==> src/rtl/piso_pkg.sv <==
// Shared constants and carrier types for the parallel-in serial-out shifter
package piso_pkg;

	localparam int STAGE_COUNT = 8;
	localparam int SYNC_DEPTH  = 2;
	localparam int CNT_W       = 4;

	localparam logic [STAGE_COUNT-1:0] STAGE_RESET = 8'h00;
	localparam logic [CNT_W-1:0]       CNT_RESET   = 4'h0;
	localparam logic [CNT_W-1:0]       CNT_FULL    = 4'h8;
	localparam logic                   NOR_RESET   = 1'h1;

	// Bundle of every pin that arrives from outside the clock domain
	typedef struct packed {
		logic [STAGE_COUNT-1:0] parallelIn;
		logic                   serialIn;
		logic                   clkInhibit;
		logic                   clkIn;
		logic                   loadN;
	} pins_t;

	localparam int PINS_W = $bits(pins_t);
	localparam logic [PINS_W-1:0] PINS_RESET = 12'h001;

	typedef enum logic [1:0] {
		MODE_LOAD,
		MODE_SHIFT
	} mode_t;

endpackage

==> src/rtl/piso_shifter.sv <==
// Eight-stage parallel-in serial-out shift register with gated clock
// Notes on behaviour
// - Enabled shift edge with load high moves stages toward last, serial in first.
// - Falling edge of load copies parallel inputs, ignoring clock, inhibit, serial.
// - While load is low, each stage follows its parallel input directly.
// - Internal shift clock is NOR of both clock inputs; either high blocks.
// - With one clock input low, rising edges on the other shift.
// - Parallel inputs are ignored entirely while load stays high.
// - Last stage drives a true serial output and its inverse.
// - Load high without an enabled edge holds every stage unchanged.
`timescale 1ns/1ps
module piso_shifter (
	input  wire logic                              core_clk,
	input  wire logic                              rst,
	input  wire logic [piso_pkg::STAGE_COUNT-1:0]  parallelIn,
	input  wire logic                              serialIn,
	input  wire logic                              clkIn,
	input  wire logic                              clkInhibit,
	input  wire logic                              loadN,
	output logic                                   serialOut,
	output logic                                   serialOutN,
	output logic      [piso_pkg::STAGE_COUNT-1:0]  stageView,
	output logic                                   loading,
	output logic                                   shiftPulse,
	output logic                                   loadPulse,
	output logic                                   contentsKnown
);

	piso_pkg::pins_t                   pinsRaw;
	piso_pkg::pins_t                   pinsSync;
	logic [piso_pkg::PINS_W-1:0]       pinsSyncBits;

	logic [piso_pkg::STAGE_COUNT-1:0]  stage_q;
	logic [piso_pkg::STAGE_COUNT-1:0]  stage_d;
	logic                              clkNor;
	logic                              clkNor_q;
	logic                              shiftEdge;
	logic                              loadFall;
	piso_pkg::mode_t                   mode_q;
	piso_pkg::mode_t                   mode_d;
	logic [piso_pkg::CNT_W-1:0]        shiftCnt_q;
	logic [piso_pkg::CNT_W-1:0]        shiftCnt_d;
	logic                              known_q;
	logic                              known_d;

	assign pinsRaw.parallelIn = parallelIn;
	assign pinsRaw.serialIn   = serialIn;
	assign pinsRaw.clkInhibit = clkInhibit;
	assign pinsRaw.clkIn      = clkIn;
	assign pinsRaw.loadN      = loadN;

	// Every pin is synchronised as one bundle so they keep their alignment
	pin_sync #(
		.WIDTH     (piso_pkg::PINS_W),
		.RESET_VAL (piso_pkg::PINS_RESET)
	) u_pin_sync (
		.core_clk (core_clk),
		.rst      (rst),
		.asyncIn  (pinsRaw),
		.syncOut  (pinsSyncBits)
	);

	assign pinsSync = piso_pkg::pins_t'(pinsSyncBits);

	// Gated clock: a high level on either input holds it low
	assign clkNor = ~(pinsSync.clkIn | pinsSync.clkInhibit);

	// Active edge is the gated clock falling, i.e. the enabled input rising;
	// raising inhibit while the clock is low also makes one, so the host
	// must only raise inhibit with the clock already high
	assign shiftEdge = pinsSync.loadN & clkNor_q & ~clkNor;

	assign loadFall = (mode_q == piso_pkg::MODE_SHIFT) & ~pinsSync.loadN;

	always_ff @(posedge core_clk or posedge rst) begin
		if (rst) begin
			clkNor_q <= piso_pkg::NOR_RESET;
		end else begin
			clkNor_q <= clkNor;
		end
	end

	// Next stage contents
	always_comb begin
		stage_d = stage_q;
		if (!pinsSync.loadN) begin
			// Load low overrides everything, edge or level alike
			stage_d = pinsSync.parallelIn;
		end else if (shiftEdge) begin
			stage_d = {stage_q[piso_pkg::STAGE_COUNT-2:0],
				pinsSync.serialIn};
		end else begin
			stage_d = stage_q;
		end
	end

	// Stages clear on rst only so the outputs are defined in simulation;
	// the hardware makes no promise about them until filled
	always_ff @(posedge core_clk or posedge rst) begin
		if (rst) begin
			stage_q <= piso_pkg::STAGE_RESET;
		end else begin
			stage_q <= stage_d;
		end
	end

	always_comb begin
		mode_d = mode_q;
		case (mode_q)
			piso_pkg::MODE_LOAD: begin
				if (pinsSync.loadN) begin
					mode_d = piso_pkg::MODE_SHIFT;
				end
			end
			piso_pkg::MODE_SHIFT: begin
				if (!pinsSync.loadN) begin
					mode_d = piso_pkg::MODE_LOAD;
				end
			end
			default: begin
				mode_d = piso_pkg::MODE_LOAD;
			end
		endcase
	end

	always_ff @(posedge core_clk or posedge rst) begin
		if (rst) begin
			mode_q <= piso_pkg::MODE_SHIFT;
		end else begin
			mode_q <= mode_d;
		end
	end

	// Contents become known after a load or after eight fresh serial bits
	always_comb begin
		shiftCnt_d = shiftCnt_q;
		known_d    = known_q;
		if (!pinsSync.loadN) begin
			known_d    = 1'b1;
			shiftCnt_d = piso_pkg::CNT_RESET;
		end else if (shiftEdge && !known_q) begin
			shiftCnt_d = shiftCnt_q + 4'h1;
			if (shiftCnt_d == piso_pkg::CNT_FULL) begin
				known_d = 1'b1;
			end
		end
	end

	always_ff @(posedge core_clk or posedge rst) begin
		if (rst) begin
			shiftCnt_q <= piso_pkg::CNT_RESET;
			known_q    <= 1'b0;
		end else begin
			shiftCnt_q <= shiftCnt_d;
			known_q    <= known_d;
		end
	end

	// Outputs are registered from the next value so they line up with stage_q
	always_ff @(posedge core_clk or posedge rst) begin
		if (rst) begin
			serialOut  <= piso_pkg::STAGE_RESET[piso_pkg::STAGE_COUNT-1];
			serialOutN <= ~piso_pkg::STAGE_RESET[piso_pkg::STAGE_COUNT-1];
			stageView  <= piso_pkg::STAGE_RESET;
		end else begin
			serialOut  <= stage_d[piso_pkg::STAGE_COUNT-1];
			serialOutN <= ~stage_d[piso_pkg::STAGE_COUNT-1];
			stageView  <= stage_d;
		end
	end

	always_ff @(posedge core_clk or posedge rst) begin
		if (rst) begin
			loading       <= 1'b0;
			shiftPulse    <= 1'b0;
			loadPulse     <= 1'b0;
			contentsKnown <= 1'b0;
		end else begin
			loading       <= ~pinsSync.loadN;
			shiftPulse    <= shiftEdge;
			loadPulse     <= loadFall;
			contentsKnown <= known_d;
		end
	end

endmodule

==> src/rtl/pin_sync.sv <==
// Two-flop synchroniser for a bundle of asynchronous pins
`timescale 1ns/1ps
module pin_sync #(
	parameter int                WIDTH     = 1,
	parameter logic [WIDTH-1:0]  RESET_VAL = '0
) (
	input  wire logic             core_clk,
	input  wire logic             rst,
	input  wire logic [WIDTH-1:0] asyncIn,
	output logic      [WIDTH-1:0] syncOut
);

	logic [WIDTH-1:0] meta_q;

	// The first stage feeds only the second, never any logic
	always_ff @(posedge core_clk or posedge rst) begin
		if (rst) begin
			meta_q  <= RESET_VAL;
			syncOut <= RESET_VAL;
		end else begin
			meta_q  <= asyncIn;
			syncOut <= meta_q;
		end
	end

endmodule

==> config.mk <==
export PLATFORM = sky130hd
export DESIGN_NAME = piso_shifter
export DESIGN_NICKNAME = d
export VERILOG_FILES = /design/src/rtl/piso_pkg.sv /design/src/rtl/piso_shifter.sv /design/src/rtl/pin_sync.sv
export SDC_FILE = /design/constraint.sdc
export NUM_CORES = 1
export LEC_CHECK = 0
export BUFFER_PORTS_ARGS = -buffer_cell sky130_fd_sc_hd__buf_2
export CORE_MARGIN = 5
export CORE_UTILIZATION = 52
export DETAILED_ROUTE_END_ITERATION = 16
export PLACE_DENSITY = 0.76
export SYNTH_ARGS = -nofsm -noshare
export SYNTH_HDL_FRONTEND = slang
export SYNTH_SLANG_ARGS = --single-unit
==> constraint.sdc <==
create_clock -name core_clk -period 1.6 [get_ports core_clk]
set_input_delay 0.24 -clock core_clk [delete_from_list [all_inputs] [get_ports core_clk]]
set_output_delay 0.24 -clock core_clk [all_outputs]
set_load 0.02 [all_outputs]
==> results.cfg, run 1 <==
[status]
status = finished clean

[global_routing]
grt_pass1_vias = 982
busiest_layer = met2
grt_use_met1_pct = 16.2
grt_max_degree = 44
overflow = 0
antenna_found_initial = 0
grtUsageTotal_pct = 14.3
grt_pass1_wl_um = 4420
use_met3_pct = 5.40
grtUsageMet2_pct = 24.1

[synthesis]
avgSynthCellArea_um2 = 15.4
yosysUniqueCellTypes = 30
ys_ff_latch = 43
yosys_warnings = 0
async_reset_ff_share_pct = 100
yosysMostFrequentCell = dfrtp_1
ys.flop_type = dfrtp_1
netlist_instances = 93
synth_area_leader_cell = dfrtp_1
synth_edf_count = 0
netlist_area_um2 = 1430
synth_commonest_cells = dfrtp_1, a221o_1, dfstp_2
netlist.area_leader.share_pct = 66.4
synth_area_leaders = dfrtp_1, dfstp_2, a221o_1
ys_seq_area_share_pct = 75.6
synth_nets = 109

[cts]
cts_tree = built
cts_max_level = 2
cts_resized = 0
clk_pin_slew_ns = 0.11
post_cts_buffers = 0
clockBufferDepth = 2
cts_root_buffer = clkbuf_4
cts_sinks = 43
clkLatencyLatePin_ns = 0.36
hold_buffers = 13
numCtsBuffers = 5

[power_and_ir_drop]
peakVddDrop_v = 0.000936
p_leak_nw = 0.869
power_density_nw_per_um2 = 1200
total_power_mw = 2.16

[die]
die_area_um2 = 3900
start_util_pct = 53.3
ios = 28
fp-row-count = 19
dieHeight_um = 62.5
die_w_um = 62.5
core_um2 = 2690

[drt]
routed-via-count = 910
drtAntennaViolNets = 0
drt_iter0_drc = 26
wl_um = 2470
drc_errors = 0
detail_route.wl_per_cell_um = 14.6
first_pass_iters = 4
drt-vias-per-instance = 5.38

[layout]
areaGrowthSynthToFinish_pct = 26.0
design_area_um2 = 1800
n_antenna_cell = 0
layout-drive-gt1-share_pct = 34.1
nNetsFinal = 153

[sta]
fmax_mhz = 705
layout_setup_ws_ns = 0.182
post-route-period-util_pct = 88.6
setup_viol = 0
tightest_slew_ns = 0.516
fin_worst_hold_slack_ns = 0.359
hold_viol_final = 0
tns_ns = 0
slew_viol_final = 0
skew_ns = 0.0114
finalCriticalPeriod_ns = 1.42
grt_setup_unrepaired = false
slew_headroom_pct = 65.6

[critical_path]
cp_max_fo = 14
path_class = reg -> reg
startpoint_type = flip-flop
worstPathCellList = o21ai_2, nor2_4, a221o_1
critPathSlowestCell = o21ai_2
max_stage_delay_ns = 0.45
worstRegToRegCells = 3
cp_data_arrival_time_ns = 1.66
critPathCaptureType = flip-flop
cp.required_ns = 1.84

[worst_hold_path]
hold_path_class = reg -> reg
hold_depth = 0

[flow_run]
drv_cap = 0

[placed_design]
io_buffers = 27
dpl_cell_area_um2 = 1590
gp_congestion = 0.650
dpl.hpwl_um = 1590
post-place-ws_ns = 0.197
[state kept, by name, indices dropped and copies added, names as in the netlist]
name                flops
mode_q                  1
shiftCnt_q              4
contentsKnown           1
loadPulse               1
loading                 1
shiftPulse              1
stageView               8
u_pin_sync.meta_q      12
u_pin_sync.syncOut     12
clkNor_q                1
serialOutN              1
[area by class of cell]
class	instances	area (um^2)
Clock inverter	2	35.0
Sequential cell	43	1080
Tap cell	31	38.8
Inverter	3	11.3
Timing Repair Buffer	41	273
Fill cell	209	883
Clock buffer	6	51.3
Multi-Input combinational cell	43	312
[power by group]
group	leakage [nW]	internal, mW	switching (mW)
Combinational	0.312	0.109	0.128
Clock	0.0482	0.369	0.332
Sequential	0.508	1.18	0.0459
Total	0.869	1.66	0.506
[path summary, 6_finish.rpt]
kind / start / to / slack, ns
setup / recovery: u_pin_sync.syncOut[2] / stageView[5] / 0.18
hold reg to reg: u_pin_sync.meta_q[1] / u_pin_sync.syncOut[1] / 0.36
min in group asynchronous: rst / stageView[3] / 0.54
setup reg to reg: u_pin_sync.syncOut[2] / stageView[5] / 0.18
max in group asynchronous: rst / clkNor_q / 0.68
hold / removal: u_pin_sync.meta_q[1] / u_pin_sync.syncOut[1] / 0.36
[logic make-up after synthesis]
| logic type | synth area share [%] |
|---|---|
| AOI/OAI and AO/OA | 9.88 |
| xor gates and xnor gates | 1.22 |
| adders and majority gates | 1.75 |
| buffers and inverters | 2.62 |
| DFF | 75.6 |
| muxes | 0.699 |
| and+or+nand+nor | 8.22 |
[cell usage in the layout (no fill, tap or decap), drive strengths merged]
master	instances
buf	28
nand2b	1
dfrtp	38
clkbuf	6
nand2	3
a31oi	1
a221o	7
a31o	1
bufinv	1
ha	2
o211ai	1
nor2	3
mux2i	1
inv	3
xnor2	1
clkinv	1
or3	1
nand3	4
o21ai	3
a21oi	3
xor2	1
dlygate4sd3	13
o21a	1
dfstp	5
and3	7
o31ai	1
or4	1
[metal layers]
metal  wire [um]  up-vias
li1            -      418
met1         966      457
met2        1300       27
met3         157        8
met4          46        0
met5           0        -
[metrics by stage]
step / std cells / utilization (%)
final: 169 / 67.1
after global routing: 169 / 67.1
after CTS: 169 / 67.1
after detailed placement: 148 / 59.1
after global placement: 148 / 59.1
after floorplan: 93 / -
[critical path, delay by kind of cell, from the launching register on]
family | cells | cell delay, ns
AOI/OAI and AO/OA | 2 | 0.77
and+or+nand+nor | 1 | 0.11
DFF | 1 | 0.43
Note: power is estimated with default switching activity, not from simulation.
==> run 2: changes to the inputs <==
Settings changed: BUFFER_PORTS_ARGS -buffer_cell sky130_fd_sc_hd__buf_2 to -buffer_cell sky130_fd_sc_hd__buf_4.
==> run 2 against run 1 <==
Against the previous run:
- power is 9.2% lower
- via count is 4.4% lower
- critical path type unchanged
- highest routed layer unchanged
- global-route usage is 0.54 points lower
- combinational power is 11% higher
- cell area is 1.1% higher
- maximum frequency is 1.1% lower
- worst hold slack worse by 0.34 ns
- sequential share of layout area is 0.66 points lower
- critical path depth stayed put
- non-clock buffer count is 1 lower
==> results.cfg, run 2 (synthesis gave the netlist of run 1 again) <==
[sta]
finalCriticalPeriod_ns = 1.43
setup_viol = 0
tns_ns = 0
fmax_mhz = 697
layout_setup_ws_ns = 0.166
grt_setup_unrepaired = false
slew_headroom_pct = 65.2
tightest_slew_ns = 0.522
slew_viol_final = 0
skew_ns = 0.0119
hold_viol_final = 0
post-route-period-util_pct = 89.6

[critical_path]
startpoint_type = flip-flop
cp_data_arrival_time_ns = 1.65
cp_max_fo = 14
max_stage_delay_ns = 0.46
critPathCaptureType = flip-flop
critPathSlowestCell = o21ai_2
cp.required_ns = 1.81
worstPathCellList = o21ai_2, nor2_4, a221o_1
path_class = reg -> reg
worstRegToRegCells = 3

[drt]
drt-vias-per-instance = 5.18
wl_um = 2330
detail_route.wl_per_cell_um = 13.9
first_pass_iters = 4
drt_iter0_drc = 25
routed-via-count = 870
drtAntennaViolNets = 0
drc_errors = 0

[cts]
cts_tree = built
cts_resized = 0
numCtsBuffers = 5
cts_root_buffer = clkbuf_4
cts_sinks = 43
cts_max_level = 2
clkLatencyLatePin_ns = 0.34
clk_pin_slew_ns = 0.11
clockBufferDepth = 2

[layout]
reg_top3 = u_pin_sync.meta_q: 12 flops, u_pin_sync.syncOut: 12 flops, stageView: 8 flops
design_area_um2 = 1820
layout-drive-gt1-share_pct = 32.1
final_common_cell = dfrtp_1
areaGrowthSynthToFinish_pct = 27.4
n_antenna_cell = 0
multi_input_area_um2 = 312
nNetsFinal = 152
fillers = 194
mostFrequentLayoutCells = dfrtp_1, buf_4, dlygate4sd3_1, a221o_1
seqCellArea_um2 = 1080
final_core_util_pct = 67.9

[power_and_ir_drop]
pwr-share-clk_pct = 24.1
peakVddDrop_v = 0.000890
p_switching_mw = 0.474
sequentialPowerShare_pct = 62.5
pwr-share-comb_pct = 13.4
swShare_pct = 24.1
power_density_nw_per_um2 = 1080
p_leak_nw = 0.865
total_power_mw = 1.97
internal_power_mw = 1.49

[die]
die_area_um2 = 3900
core_um2 = 2690
ios = 28
dieHeight_um = 62.5
die_w_um = 62.5
start_util_pct = 53.3
fp-row-count = 19

[placed_design]
dpl.hpwl_um = 1480
io_buffers = 27
post-place-ws_ns = 0.185
dpl_cell_area_um2 = 1650
gp_congestion = 0.648

[global_routing]
grt_max_degree = 44
grt_pass1_vias = 900
grtUsageTotal_pct = 13.7
antenna_found_initial = 0
overflow = 0
grt_pass1_wl_um = 4160

[status]
status = finished clean

[flow_run]
drv_cap = 0

[worst_hold_path]
hold_path_class = in -> async
-- run 2: cell types whose count changed in the layout (fill, tap and decap cells not counted), sizes merged --
| cell | change |
|---|---|
| bufinv | -1 |
| clkinv | -1 |
| dlygate4sd3 | -1 |
| clkbuf | +2 |
-- run 2: final timing paths --
| path | start | to | slack [ns] |
|---|---|---|---|
| max reg2reg | u_pin_sync.syncOut[2] | stageView[4] | 0.17 |
| min | rst | u_pin_sync.syncOut[1] | 0.02 |
| min in group core_clk | u_pin_sync.meta_q[2] | u_pin_sync.syncOut[2] | 0.34 |
| min reg2reg | u_pin_sync.meta_q[2] | u_pin_sync.syncOut[2] | 0.34 |
| max in group asynchronous | rst | serialOutN | 1.21 |
| max | u_pin_sync.syncOut[2] | stageView[4] | 0.17 |
-- run 2: area by class of cell --
class / count / share of cell area [%]
Multi-Input combinational cell: 43 / 17.1
Clock buffer: 8 / 2.68
Sequential cell: 43 / 59.4
Tap cell: 31 / 2.13
Timing Repair Buffer: 40 / 18.1
Inverter: 3 / 0.618
-- run 2: routing by layer --
layer	up-vias	track usage (%)	wire length [um]
met2	25	21.1	1180
met1	420	17.1	953
li1	417	-	-
met4	0	7.96	58
met3	8	4.14	138
met5	-	0	0
-- run 2: what timing repair did --
item	in CTS	in global routing
hold buffers	12	0
buffers inserted	0	0
hold endpoints to repair	12	0
-- run 2: through the flow --
step,std cells,hold slack (ns)
6_report,168,0.0162
5_1_grt,168,0.0605
4_1_cts,168,0.0212
3_5_place_dp,148,0.336
3_3_place_gp,148,0.331
2_1_floorplan,93,0.244
-- run 2: critical path, delay by kind of cell, from the launching register on --
| kind | cells | cell delay (ns) |
|---|---|---|
| DFF | 1 | 0.42 |
| and+or+nand+nor | 1 | 0.11 |
| AOI/OAI and AO/OA | 2 | 0.78 |
-- run 2: power groups by stage --
stage	Combinational [mW]	Clock, mW	Sequential [mW]
finish	0.263	0.475	1.23
global route	0.289	0.556	1.24
CTS	0.268	0.500	1.23
detailed placement	0.245	0	1.25
global placement	0.238	0	1.24
floorplan	0.110	0	1.28
